[src/sei_pkg.sv]
package sei_pkg;

   // Register byte offsets on the Wishbone slave
   localparam logic [7:0] OFS_LINE1 = 8'h00;
   localparam logic [7:0] OFS_LINE2 = 8'h04;
   localparam logic [7:0] OFS_LINE3 = 8'h08;
   localparam logic [7:0] OFS_L2X   = 8'h0C;
   localparam logic [7:0] OFS_L3X   = 8'h10;
   localparam logic [7:0] OFS_CTRL  = 8'h14;
   localparam logic [7:0] OFS_STAT  = 8'h18;

   // Setup word fields, then result widths and arctangent step count
   localparam int         LINE_W     = 24;
   localparam int         VARIANT_B  = 19;
   localparam logic [3:0] METHOD_F   = 4'hF;
   localparam logic [3:0] DIGIT_ZERO = 4'h0;
   localparam logic [7:0] BYTE_ZERO  = 8'h00;
   localparam int         FRAC_W     = 12;
   localparam int         ANG_W      = 16;
   localparam int         CORDIC_N   = 14;

   // Counter word offset from channel base, per servo IC generation; cosine word offset from the sine word
   localparam logic [15:0] CNT_OFS_GEN1 = 16'h0001;
   localparam logic [15:0] CNT_OFS_GEN2 = 16'h0000;
   localparam logic [15:0] COS_OFS      = 16'h0001;

   // Control and status bits
   localparam int CTL_EN    = 0;
   localparam int CTL_THREE = 1;
   localparam int ST_ERR    = 0;
   localparam int ST_OVR    = 1;
   localparam int ST_DIR    = 2;
   localparam int ST_BUSY   = 3;
   localparam int ST_DIAG   = 4;

   localparam logic [23:0] RST_LINE = 24'h000000;
   localparam logic [1:0]  RST_CTRL = 2'h0;

   typedef enum logic [2:0] {
      S_IDLE = 3'h0,
      S_CNT  = 3'h1,
      S_SIN  = 3'h3,
      S_COS  = 3'h2,
      S_ATAN = 3'h6,
      S_DONE = 3'h7
   } sei_state_type;

   typedef struct packed {
      logic        req;
      logic [15:0] addr;
   } sei_fetch_req_type;

endpackage : sei_pkg

[src/sei_atan.sv]
`timescale 1ns/1ns
module sei_atan
(
   // Clock and reset
   input  wire logic                clk_i,
   input  wire logic                rst_i,
   // Operands
   input  wire logic                start_i,
   input  wire logic signed [12:0]  sin_i,
   input  wire logic signed [12:0]  cos_i,
   // Result
   output logic                     done_o,
   output logic [sei_pkg::FRAC_W-1:0] angle_o
);

   typedef struct packed {
      logic        busy;
      logic        done;
      logic [3:0]  idx;
      logic [15:0] x;
      logic [15:0] y;
      logic [15:0] z;
   } sei_atan_type;

   sei_atan_type r;
   sei_atan_type n;

   // Angle of atan(2^-i) in 1/65536 of a turn
   function automatic logic [15:0] atan_tab(input logic [3:0] i);
      case (i)
         4'h0:    atan_tab = 16'h2000;
         4'h1:    atan_tab = 16'h12E4;
         4'h2:    atan_tab = 16'h09FB;
         4'h3:    atan_tab = 16'h0511;
         4'h4:    atan_tab = 16'h028B;
         4'h5:    atan_tab = 16'h0146;
         4'h6:    atan_tab = 16'h00A3;
         4'h7:    atan_tab = 16'h0051;
         4'h8:    atan_tab = 16'h0029;
         4'h9:    atan_tab = 16'h0014;
         4'hA:    atan_tab = 16'h000A;
         4'hB:    atan_tab = 16'h0005;
         4'hC:    atan_tab = 16'h0003;
         4'hD:    atan_tab = 16'h0001;
         default: atan_tab = 16'h0000;
      endcase
   endfunction : atan_tab

   always_comb
   begin
      logic [15:0] xs;
      logic [15:0] ys;
      logic [15:0] xe;
      logic [15:0] ye;
      xs = 16'h0000;
      ys = 16'h0000;
      xe = {{3{cos_i[12]}}, cos_i};
      ye = {{3{sin_i[12]}}, sin_i};
      n = r;
      n.done = 1'b0;
      if (start_i)
      begin
         // Fold the left half-plane over so the iteration converges
         n.busy = 1'b1;
         n.idx  = 4'h0;
         if (cos_i[12])
         begin
            n.x = 16'h0000 - xe;
            n.y = 16'h0000 - ye;
            n.z = 16'h8000;
         end
         else
         begin
            n.x = xe;
            n.y = ye;
            n.z = 16'h0000;
         end
      end
      else if (r.busy)
      begin
         xs = 16'($signed(r.x) >>> r.idx);
         ys = 16'($signed(r.y) >>> r.idx);
         if (!r.y[15])
         begin
            n.x = r.x + ys;
            n.y = r.y - xs;
            n.z = r.z + atan_tab(r.idx);
         end
         else
         begin
            n.x = r.x - ys;
            n.y = r.y + xs;
            n.z = r.z - atan_tab(r.idx);
         end
         n.idx = r.idx + 4'h1;
         if (r.idx == 4'(sei_pkg::CORDIC_N - 1))
         begin
            n.busy = 1'b0;
            n.done = 1'b1;
         end
      end
   end

   always_ff @(posedge clk_i)
   begin
      if (rst_i)
         r <= '0;
      else
         r <= n;
   end

   assign done_o  = r.done;
   assign angle_o = r.z[sei_pkg::ANG_W-1:sei_pkg::ANG_W-sei_pkg::FRAC_W];

endmodule : sei_atan

[src/sei_interp.sv]
// Chosen here: the Wishbone slave port and the register addresses.
`timescale 1ns/1ns
module sei_interp
(
   // Clock and reset
   input  wire logic                        clk_i,
   input  wire logic                        rst_i,
   // Wishbone slave
   input  wire logic                        wb_cyc_i,
   input  wire logic                        wb_stb_i,
   input  wire logic                        wb_we_i,
   input  wire logic [7:0]                  wb_adr_i,
   input  wire logic [3:0]                  wb_sel_i,
   input  wire logic [31:0]                 wb_dat_i,
   output logic [31:0]                      wb_dat_o,
   output logic                             wb_ack_o,
   // Servo cycle and counter direction
   input  wire logic                        servo_tick_i,
   input  wire logic                        counter_dir_i,
   // Fetch port toward counter and A/D words
   output sei_pkg::sei_fetch_req_type       fetch_o,
   input  wire logic [23:0]                 fetch_data_i,
   input  wire logic                        fetch_ack_i,
   // Result
   output logic [23:0]                      pos_o,
   output logic                             pos_valid_o
);

   typedef struct packed {
      sei_pkg::sei_state_type st;
      logic        ack;
      logic [31:0] dat;
      logic [23:0] line1;
      logic [23:0] line2;
      logic [23:0] line3;
      logic [23:0] l2x;
      logic [23:0] l3x;
      logic [1:0]  ctl;
      logic        err;
      logic        ovr;
      logic        diag;
      logic        dir_taken;
      logic        dir_rev;
      logic [23:0] cnt;
      logic [23:0] sin;
      logic [23:0] cos;
      logic        req;
      logic [15:0] addr;
      logic        go;
      logic [23:0] pos;
      logic        upd;
   } sei_regs_type;

   sei_regs_type r;
   sei_regs_type n;

   logic                       atan_done;
   logic [sei_pkg::FRAC_W-1:0] atan_angle;
   logic signed [12:0]         sin_b;
   logic signed [12:0]         cos_b;

   // Word decode; byte address bits 1:0 are ignored
   function automatic logic hit(input logic [7:0] adr,
                                input logic [7:0] ofs);
      hit = (adr[7:2] == ofs[7:2]);
   endfunction : hit

   // Whole lines sit above the fraction: 4096 fraction states per line
   function automatic logic [23:0] pos_word(input logic [23:0] cnt,
                                            input logic [11:0] frac);
      pos_word = {cnt[11:0], frac};
   endfunction : pos_word

   // Byte-lane merge of a 24-bit word; lane 3 has no storage
   function automatic logic [23:0] merge(input logic [23:0] old,
                                         input logic [31:0] wd,
                                         input logic [3:0]  sel);
      logic [23:0] m;
      m = old;
      for (int b = 0; b < 3; b++)
      begin
         if (sel[b])
            m[b*8 +: 8] = wd[b*8 +: 8];
      end
      merge = m;
   endfunction : merge

   // Bias is added to the top 12 bits, widened to keep the carry
   assign sin_b = $signed({r.sin[23], r.sin[23:12]})
                + $signed({r.line3[23], r.line3[23:12]});
   assign cos_b = $signed({r.cos[23], r.cos[23:12]})
                + $signed({r.line3[11], r.line3[11:0]});

   sei_atan u_atan
   (
      .clk_i   (clk_i),
      .rst_i   (rst_i),
      .start_i (r.go),
      .sin_i   (sin_b),
      .cos_i   (cos_b),
      .done_o  (atan_done),
      .angle_o (atan_angle)
   );

   always_comb
   begin
      logic        three;
      logic        setup_ok;
      logic        wr;
      logic [15:0] cnt_ofs;
      logic [11:0] frac;
      logic        take;
      three    = r.ctl[sei_pkg::CTL_THREE];
      take     = wb_cyc_i && wb_stb_i && !r.ack;
      setup_ok = 1'b0;
      wr       = 1'b0;
      cnt_ofs  = sei_pkg::CNT_OFS_GEN2;
      frac     = 12'h000;
      n        = r;
      n.upd    = 1'b0;
      n.go     = 1'b0;

      // Wishbone: one wait state, ack for exactly one cycle
      n.ack = take;
      wr    = take && wb_we_i;
      n.dat = 32'h00000000;
      if (take && !wb_we_i)
      begin
         if (hit(wb_adr_i, sei_pkg::OFS_LINE1))
            n.dat = {8'h00, r.line1};
         else if (hit(wb_adr_i, sei_pkg::OFS_LINE2))
            n.dat = {8'h00, r.line2};
         else if (hit(wb_adr_i, sei_pkg::OFS_LINE3))
            n.dat = {8'h00, r.line3};
         else if (hit(wb_adr_i, sei_pkg::OFS_L2X))
            n.dat = {8'h00, r.l2x};
         else if (hit(wb_adr_i, sei_pkg::OFS_L3X))
            n.dat = {8'h00, r.l3x};
         else if (hit(wb_adr_i, sei_pkg::OFS_CTRL))
            n.dat = {30'h00000000, r.ctl};
         // Busy is read live from the state, not stored
         else if (hit(wb_adr_i, sei_pkg::OFS_STAT))
            n.dat = {27'h0000000, r.diag, (r.st != sei_pkg::S_IDLE),
                     r.dir_rev, r.ovr, r.err};
      end
      if (wr)
      begin
         if (hit(wb_adr_i, sei_pkg::OFS_LINE1))
            n.line1 = merge(r.line1, wb_dat_i, wb_sel_i);
         if (hit(wb_adr_i, sei_pkg::OFS_LINE2))
            n.line2 = merge(r.line2, wb_dat_i, wb_sel_i);
         if (hit(wb_adr_i, sei_pkg::OFS_LINE3))
            n.line3 = merge(r.line3, wb_dat_i, wb_sel_i);
         if (hit(wb_adr_i, sei_pkg::OFS_CTRL) && wb_sel_i[0])
            n.ctl = wb_dat_i[1:0];
         if (hit(wb_adr_i, sei_pkg::OFS_STAT) && wb_sel_i[0])
         begin
            if (wb_dat_i[sei_pkg::ST_ERR])
               n.err = 1'b0;
            if (wb_dat_i[sei_pkg::ST_OVR])
               n.ovr = 1'b0;
            if (wb_dat_i[sei_pkg::ST_DIAG])
               n.diag = 1'b0;
         end
      end

      // Sense is taken once; a later change needs a reset to apply
      if (!r.dir_taken)
      begin
         n.dir_taken = 1'b1;
         n.dir_rev   = counter_dir_i;
      end

      // Setup check; in three-line form bit 19 set means diagnostic form
      if (three)
         setup_ok = (r.line1[23:20] == sei_pkg::METHOD_F)
                 && (r.line1[19:16] == sei_pkg::DIGIT_ZERO);
      else
         setup_ok = (r.line1[23:20] == sei_pkg::METHOD_F)
                 && (r.line1[18:16] == 3'h0);
      // Line 2 upper byte must be clear in both forms
      setup_ok = setup_ok
              && (r.line2[23:16] == sei_pkg::BYTE_ZERO);
      // First-generation layout puts the counter word above the base
      if (!three && !r.line1[sei_pkg::VARIANT_B])
         cnt_ofs = sei_pkg::CNT_OFS_GEN1;

      // Events set status bits after the clear, so a set wins
      case (r.st)
         sei_pkg::S_IDLE:
         begin
            if (servo_tick_i && r.ctl[sei_pkg::CTL_EN] && r.dir_taken)
            begin
               if (setup_ok)
               begin
                  n.st   = sei_pkg::S_CNT;
                  n.req  = 1'b1;
                  n.addr = r.line1[15:0] + cnt_ofs;
               end
               else
               begin
                  n.err = 1'b1;
                  if (three && r.line1[sei_pkg::VARIANT_B])
                     n.diag = 1'b1;
               end
            end
         end
         // Address moves only on an answer, so a slow responder sees it held
         sei_pkg::S_CNT:
         begin
            if (fetch_ack_i)
            begin
               n.cnt  = fetch_data_i;
               n.st   = sei_pkg::S_SIN;
               n.addr = r.line2[15:0];
            end
         end
         sei_pkg::S_SIN:
         begin
            if (fetch_ack_i)
            begin
               n.sin  = fetch_data_i;
               n.st   = sei_pkg::S_COS;
               n.addr = r.line2[15:0] + sei_pkg::COS_OFS;
            end
         end
         sei_pkg::S_COS:
         begin
            if (fetch_ack_i)
            begin
               n.cos = fetch_data_i;
               n.req = 1'b0;
               n.go  = 1'b1;
               n.st  = sei_pkg::S_ATAN;
            end
         end
         // Arctangent works on the registered, biased readings
         sei_pkg::S_ATAN:
         begin
            if (atan_done)
               n.st = sei_pkg::S_DONE;
         end
         sei_pkg::S_DONE:
         begin
            // Reversed sense mirrors the fraction inside the line
            frac = r.dir_rev ? (12'h000 - atan_angle) : atan_angle;
            n.pos = pos_word(r.cnt, frac);
            if (three)
               n.l3x = pos_word(r.cnt, frac);
            else
               n.l2x = pos_word(r.cnt, frac);
            n.upd = 1'b1;
            n.st  = sei_pkg::S_IDLE;
         end
         // An illegal state drops the request so the fetch port is freed
         default:
         begin
            n.st  = sei_pkg::S_IDLE;
            n.req = 1'b0;
         end
      endcase

      // A tick during a fetch is dropped; coherence beats catching up
      if (servo_tick_i && (r.st != sei_pkg::S_IDLE))
         n.ovr = 1'b1;
   end

   // Named reset values are laid over the cleared state
   always_ff @(posedge clk_i)
   begin
      if (rst_i)
      begin
         r       <= '0;
         r.st    <= sei_pkg::S_IDLE;
         r.line1 <= sei_pkg::RST_LINE;
         r.line2 <= sei_pkg::RST_LINE;
         r.line3 <= sei_pkg::RST_LINE;
         r.ctl   <= sei_pkg::RST_CTRL;
      end
      else
         r <= n;
   end

   // Every output leaves a flip-flop; result and strobe move together
   assign wb_ack_o     = r.ack;
   assign wb_dat_o     = r.dat;
   assign fetch_o.req  = r.req;
   assign fetch_o.addr = r.addr;
   assign pos_o        = r.pos;
   assign pos_valid_o  = r.upd;

endmodule : sei_interp

[config.mk]
export PLATFORM = sky130hd
export DESIGN_NAME = sei_interp
export DESIGN_NICKNAME = d
export VERILOG_FILES = /design/src/sei_pkg.sv /design/src/sei_atan.sv /design/src/sei_interp.sv
export SDC_FILE = /design/constraint.sdc
export NUM_CORES = 1
export LEC_CHECK = 0
export BUFFER_PORTS_ARGS = -buffer_cell sky130_fd_sc_hd__clkbuf_2
export CORE_MARGIN = 2
export CORE_UTILIZATION = 38
export CTS_CLUSTER_DIAMETER = 60
export DETAILED_ROUTE_END_ITERATION = 6
export GPL_TIMING_DRIVEN = 0
export PLACE_DENSITY = 0.6
export SLEW_MARGIN = 20
export SYNTH_ARGS = -nofsm -noshare
export SYNTH_HDL_FRONTEND = slang
export SYNTH_SLANG_ARGS = --single-unit
export TNS_END_PERCENT = 30
[constraint.sdc]
create_clock -name clk_i -period 5.55 [get_ports clk_i]
set_input_delay 0.8325 -clock clk_i [delete_from_list [all_inputs] [get_ports clk_i]]
set_output_delay 0.8325 -clock clk_i [all_outputs]
set_load 0.01 [all_outputs]
==> results of run 1 <==
stage by stage:
stage               std cells  setup slack, ns
floorplan                2310             1.04
global placement         3103           0.0161
detailed placement       3103          -0.0411
CTS                      3169            0.203
global route             3170          0.00121
finish                   3170            0.272
cell type report:
cell class                 count  area share [%]
inverter                      48           0.832
antenna                        1          0.0116
clock buffer                  46            4.71
multi-input combinational   1752            52.9
sequential                   302            27.9
timing repair buffer         129            2.98
clock inverter                21            1.73
buffer                       207            5.07
tap                          664            3.84
cell usage after synthesis (8+ instances only):
cell type	instances	area, sq um
buf_1	16	60.1
nand3_1	74	370
ha_1	88	1100
nand2_1	354	1330
dfxtp_1	302	6050
a21o_1	12	90.1
a21oi_1	244	1220
nand4_1	12	75.1
mux2i_1	75	751
and3_1	15	93.8
nand2b_1	17	106
buf_4	75	563
nor3_1	38	190
clkbuf_1	111	417
nor2_1	187	702
o31ai_1	10	75.1
o211ai_1	8	60.1
inv_1	45	169
and2_1	14	87.6
nor2b_1	32	200
o21a_1	15	113
or3_1	18	113
a22oi_1	48	360
o21ai_1	8	40.0
nor4_1	14	87.6
a211oi_1	64	480
a221oi_1	18	158
a31oi_1	37	231
o21ai_0	53	265
mux4_2	32	721
xnor2_1	75	657
xor2_1	72	631
what timing repair did:
item / 4_1_cts / 5_1_grt
pin swaps: 0 / 0
endpoints found under the setup margin: 1 / 4
gates resized for setup: 0 / 4
worst min-delay path by stage:
stage                                start                     end  slack [ns]  depth (start not counted)
finish                 r[161]$_SDFFE_PP0P_     r[161]$_SDFFE_PP0P_        0.46                          2
floorplan                r[117]$_SDFF_PP0_       r[117]$_SDFF_PP0_        0.43                          2
CTS                 pos_o[17]$_SDFFE_PP0P_  pos_o[17]$_SDFFE_PP0P_        0.46                          2
detailed placement       r[117]$_SDFF_PP0_       r[117]$_SDFF_PP0_        0.45                          2
global placement    pos_o[22]$_SDFFE_PP0P_  pos_o[22]$_SDFFE_PP0P_        0.45                          2
global route        pos_o[16]$_SDFFE_PP0P_  pos_o[16]$_SDFFE_PP0P_        0.48                          2
routing by layer:
layer | wire [um] | up-vias | GRT usage (%)
met1 | 29200 | 8661 | 35.0
met4 | 1650 | 2 | 7.45
met5 | 8 | - | 0
li1 | - | 8483 | -
met2 | 27600 | 679 | 37.6
met3 | 5310 | 96 | 4.81
power by group:
part / switching (W) / internal (W) / leakage (nW)
Combinational: 0.0000987 / 0.0000343 / 5.37
Sequential: 0.00000223 / 0.00217 / 2.43
Clock: 0.00104 / 0.00174 / 0.680
Total: 0.00114 / 0.00395 / 8.48
critical path, stage by stage, from the launching register on:
cell and delay [ns]:
dfxtp_1 0.38, buf_6 0.20, mux4_1 0.69, mux4_2 0.54, a211oi_2 0.22, o211ai_2 0.19
nor3_2 0.19, nor3b_4 0.32, mux2i_1 0.23, o21ai_1 0.10, ha_1 0.39, and3_1 0.20
a21oi_1 0.16, a31oi_1 0.16, a31o_2 0.30, a31oi_1 0.20, mux2i_1 0.40, xor2_1 0.22
nor2_1 0.05
state kept, by name (all words and copies together), names as in the netlist, named ones only:
name and flops:
pos_o 24, wb_ack_o 1, u_atan.done_o 1, u_atan.angle_o 12, pos_valid_o 1, r 167, u_atan.r 41, fetch_o 17
wb_dat_o 24
cells by family (layout without fill, tap and decap cells):
family | count (synthesis) | count (layout) | synth area share (%)
AO/OA/AOI/OAI | 579 | 579 | 19.4
adder cells (fa/ha/maj) | 93 | 93 | 6.41
flip-flops | 302 | 302 | 32.3
XOR/XNOR | 147 | 147 | 6.87
AND/OR/NAND/NOR | 807 | 807 | 19.4
other | 1 | 9 | 0.0200
multiplexers | 118 | 118 | 8.84
buffers and inverters | 256 | 451 | 6.82
==> summary.txt, run 1 <==
Outcome
  – Status: completed

Timing
  – Final setup viols: 0
  – Max-slew headroom: just over 30%
  – RSZ-0062 raised after global routing: no
  – Ratio of final minimum period to clock period: between 90% and 100%
  – Final Hold Fails: 0
  – Setup TNS: 0 ns
  – Hold WS: roughly 0.46 ns
  – Clock skew: roughly 0.026 ns
  – Tmin final: 5.28 ns
  – F_max: about 0.19 GHz
  – Pin slew with the least headroom to its limit: between 1 and 1.5 ns
  – Max Transition Viols Final: 0

Critical path
  – R2R cell count: 18
  – Origin of the critical flop-to-flop path: u_atan.r[48]$_SDFFE_PP0P_
  – Worst setup path startpoint: u_atan.r[48]$_SDFFE_PP0P_
  – Crit path to: u_atan.r[47]$_SDFFE_PP0P_
  – FF-to-FF End: u_atan.r[47]$_SDFFE_PP0P_
  – Critical path class: reg2reg
  – Worst Path Arrival: approximately 5.7 ns
  – Critical Path RT: ~6.0 ns
  – Critical path fanouts, max: 10
  – R2r setup slk: roughly 0.27 ns
  – CP Launch Type: flip-flop
  – Critical path endpoint category: flip-flop

Global route
  – Largest net degree at the start of global routing: 20
  – Vias in the first global route: 16646
  – Initial antenna violation count: 2
  – Global-route wire length before repair: 97000 um
  – Total gr overflow: 0
  – GRT Overall Usage: ~25%

Yosys
  – Synth async-reset ratio: 0%
  – Sequential fraction of the synthesis area: approximately a third
  – Top_reg_cell synth: dfxtp_1
  – Cell variety after synth: 80
  – EDFF count, synth: 0
  – Synthesized area: around 19000 sq um
  – Post-Syn Area per Cell: around 8.1 sq um
  – Post-Synthesis Cells: 2303
  – Synth warnings: 0
  – Yosys reg bits: 302

Power and ir drop
  – Power Total: between 0.005 and 0.006 W
  – Leak: between 8 and 9 nW
  – Power Density: around 230 nW/um^2
  – VDD IR max: between 150 and 200 uV

Detailed routing
  – DR pass1 iterations: 7
  – Avg WL per Cell: a little over 20 um
  – Drc violations: 0
  – Routed vias/inst: between 5 and 6
  – Via count: about 18000
  – Drt total wl: 63800 um
  – Antenna Violating Nets Remaining: 0
  – Starting DRT DRC Count: approximately 1600

Floorplanning
  – Starting Density: roughly two fifths
  – Die area: 51100 sq um
  – Die Height: between 200 and 250 um
  – Die width: 226 um
  – Core Area: 48800 sq um
  – IO Pins: approximately 150
  – FP Rows: 81

Placement
  – DP Area: between 20000 and 25000 sq um
  – Port Buffers: between 100 and 150
  – Placer Congestion: 0.930
  – HPWL Detailed: 50400 um

Final layout
  – Share of cells above drive strength 1: between 10% and 20%
  – Finished Core Util: 44.3%
  – Most frequent cells in the layout: nand2_1 (354), dfxtp_1 (302), a21oi_1 (244), nor2_1 (187), clkbuf_2 (130)
  – Area Overhead vs Synth: 15.6%
  – Area taken by flip-flops and latches: approximately 6000 sq um
  – Final instance area: 21700 sq um
  – Commonest non-fill, non-tap cell in the layout: nand2_1
  – Area of the multi-input gates: 11500 sq um
  – Final #Nets: about 2600
  – Layout fillers: just under 5000

Clock network
  – Clock latency on the worst-skew pair: 0.56 ns
  – Clock Pin Slew Worst Setup and Hold Paths: roughly 0.060 ns
  – CTS H-Tree Depth: 2
  – Hold buffer count at CTS: 0
  – CTS tree: yes
  – CTS root buf: clkbuf_16
  – Postcts setup bufs: 0
  – Sinks on the clock net: a little over 300
  – CTS Buf Count: 37
  – Clock Path Buffers: 3

Min path
  – Min-Delay Path Class: reg2reg

Job
  – Max-Cap Viols: 0
(Power assumes the default switching activity.)
==> run 2, diff against run 1 <==
==> constraint.sdc (replaced) <==
create_clock -name clk_i -period 5.6 [get_ports clk_i]
set_input_delay 0.84 -clock clk_i [delete_from_list [all_inputs] [get_ports clk_i]]
set_output_delay 0.84 -clock clk_i [all_outputs]
set_load 0.01 [all_outputs]
==> summary.txt, run 2 (synthesized netlist as in run 1, its figures left out) <==
Critical path
  – R2r setup slk: 0.28 ns (about the same)
  – Worst setup path startpoint: u_atan.r[49]$_SDFFE_PP0P_
  – FF-to-FF End: u_atan.r[47]$_SDFFE_PP0P_
  – Crit path to: u_atan.r[47]$_SDFFE_PP0P_
  – Critical Path RT: 6.01 ns (+0.04 ns)
  – Critical path fanouts, max: 10 (unchanged)
  – Worst stage delay on the critical path: 0.39 ns (-0.30 ns)
  – R2R cell count: 20 (+2)
  – Origin of the critical flop-to-flop path: u_atan.r[49]$_SDFFE_PP0P_
  – Highest-delay cell along the critical path: ha_1
  – CP Launch Type: flip-flop
  – Worst Path Arrival: 5.74 ns (+0.05 ns)
  – Ordered cell list for the critical path: buf_2 > buf_2 > clkbuf_2 > mux4_2 > a22o_1 > a211oi_2 > o211ai_2 > nor3_2 > nor3b_4 > mux2i_1 > o21ai_1 > ha_1 > and3_1 > a21oi_1 > a31oi_1 > a31o_2 > a31oi_1 > mux2i_1 > xor2_1 > nor2_1
  – Critical path endpoint category: flip-flop
  – Critical path class: reg2reg

Timing
  – F_max: 0.188 GHz (-0.83%)
  – RSZ-0062 raised after global routing: yes
  – Max-slew headroom: 31.3% (+0.27 points)
  – Clock skew: 0.0271 ns (+0.00111 ns)
  – Final setup viols: 0 (unchanged)
  – Final Hold Fails: 0 (unchanged)
  – Max Transition Viols Final: 0 (unchanged)
  – Hold WS: 0.463 ns (+0.000886 ns)
  – Ratio of final minimum period to clock period: 95.0% (about the same)
  – Pin slew with the least headroom to its limit: 1.03 ns (-0.00409 ns)
  – Tmin final: 5.32 ns (+0.0441 ns)

Floorplanning
  – Die area: 51100 sq um (unchanged)
  – Core Area: 48800 sq um (unchanged)
  – IO Pins: 151 (unchanged)
  – Starting Density: 38.4% (unchanged)
  – Die Height: 226 um (unchanged)
  – Die width: 226 um (unchanged)
  – FP Rows: 81 (unchanged)

Detailed routing
  – DR pass1 iterations: 5 (-2)
  – Antenna Violating Nets Remaining: 0 (unchanged)
  – Drc violations: 0 (unchanged)
  – Routed vias/inst: 5.66 (+0.17%)
  – Drt total wl: 63900 um (+0.14%)
  – Via count: 17958 (+0.21%)
  – Starting DRT DRC Count: 1618 (-1.8%)
  – Avg WL per Cell: 20.2 um (+0.11%)

Min path
  – Min-Delay Path Class: reg2reg

Clock network
  – CTS H-Tree Depth: 2 (unchanged)
  – CTS root buf: clkbuf_16
  – Sinks on the clock net: 302 (unchanged)
  – CTS Buf Count: 37 (unchanged)
  – Postcts setup bufs: 0 (unchanged)
  – Clock latency on the worst-skew pair: 0.56 ns (about the same)
  – CTS tree: yes
  – Clock Path Buffers: 3 (unchanged)
  – Clock Pin Slew Worst Setup and Hold Paths: 0.06 ns (about the same)

Placement
  – Placer Congestion: 0.930 (unchanged)
  – HPWL Detailed: 50400 um (unchanged)
  – DP Cell Count: 3103 (unchanged)
  – DP Area: 20300 sq um (unchanged)
  – Port Buffers: 129 (unchanged)

Final layout
  – Commonest non-fill, non-tap cell in the layout: nand2_1
  – Largest register by flop count: r
  – Final #Nets: 2647 (+0.038%)
  – Share of cells above drive strength 1: 13.3% (about the same)
  – Largest regs: r (167), u_atan.r (41)
  – Area Overhead vs Synth: 15.6% (about the same)
  – Layout Cells excl Fill: 3171 (+0.032%)
  – Max reg flops: 167 (unchanged)
  – Most frequent cells in the layout: nand2_1 (354), dfxtp_1 (302), a21oi_1 (244), nor2_1 (187), clkbuf_2 (130)
  – Final instance area: 21700 sq um (about the same)

Power and ir drop
  – Leak: 8.48 nW (about the same)
  – Power Total: 0.00504 W (-0.95%)
  – VDD IR max: 149 uV (-0.51%)
  – Power Density: 233 nW/um^2 (-0.95%)

Global route
  – Vias in the first global route: 16662 (+0.096%)
  – Largest net degree at the start of global routing: 15 (-25%)
  – Global-route wire length before repair: 97200 um (+0.12%)
  – Total gr overflow: 0 (unchanged)
  – Initial antenna violation count: 2 (unchanged)
  – GRT Overall Usage: 24.7% (+0.033 points)

Outcome
  – Status: completed

Job
  – Max-Cap Viols: 0 (unchanged)
[run 2: cell types whose count changed in the layout (fill, tap and decap cells not counted), sizes merged]
cell | previous run | this run
buf | 96 | 97
[run 2: area by class of cell]
class	instances	area, sq um
fill	4840	27200
multi-input combinational	1752	11500
sequential	302	6050
buffer	208	1100
clock buffer	46	1020
tap	664	831
timing repair buffer	129	646
clock inverter	21	375
inverter	48	180
antenna	1	2.50
[run 2: power breakdown]
group / switching, W / internal [W] / leakage (nW)
clock: 0.00102 / 0.00173 / 0.680
combinational: 0.0000984 / 0.0000340 / 5.37
sequential: 0.00000215 / 0.00215 / 2.43
[run 2: repair_timing]
action,in CTS,in global routing
hold buffers,0,0
endpoints found under the setup margin,0,5
resized for setup,0,3
[run 2: per-layer routing]
| metal | vias up | track usage (%) | part of all wire (%) |
|---|---|---|---|
| li1 | 8483 | - | - |
| met1 | 8704 | 35.0 | 45 |
| met2 | 681 | 37.7 | 44 |
| met3 | 88 | 4.93 | 8.5 |
| met4 | 2 | 7.45 | 2.4 |
| met5 | - | 0 | 0.013 |
[run 2: stage by stage]
step	utilization, %	TNS, ns	setup slack, ns
floorplan	-	0	1.09
global placement	41.4	0	0.0661
detailed placement	41.5	0	0.00889
CTS	44.3	0	0.0162
global route	44.3	-0.119	-0.115
finish	44.3	0	0.278
[run 2: worst max-delay path, delay by kind of cell (launching register included)]
kind / cells / cell delay [ns]
adder cells (fa/ha/maj): 1 / 0.39
multiplexers: 3 / 0.99
flip-flops: 1 / 0.32
AND/OR/NAND/NOR: 4 / 0.77
AO/OA/AOI/OAI: 8 / 1.61
buffers and inverters: 3 / 0.90
XOR/XNOR: 1 / 0.22
[run 2: worst min-delay path by stage]
stage                      startpoint                     end  slack (ns)  cells past startpoint
2_1_floorplan       r[117]$_SDFF_PP0_       r[117]$_SDFF_PP0_        0.43                      2
3_3_place_gp   pos_o[22]$_SDFFE_PP0P_  pos_o[22]$_SDFFE_PP0P_        0.45                      2
3_5_place_dp        r[117]$_SDFF_PP0_       r[117]$_SDFF_PP0_        0.45                      2
4_1_cts        pos_o[17]$_SDFFE_PP0P_  pos_o[17]$_SDFFE_PP0P_        0.46                      2
5_1_grt        pos_o[16]$_SDFFE_PP0P_  pos_o[16]$_SDFFE_PP0P_        0.48                      2
6_report          r[161]$_SDFFE_PP0P_     r[161]$_SDFFE_PP0P_        0.46                      2
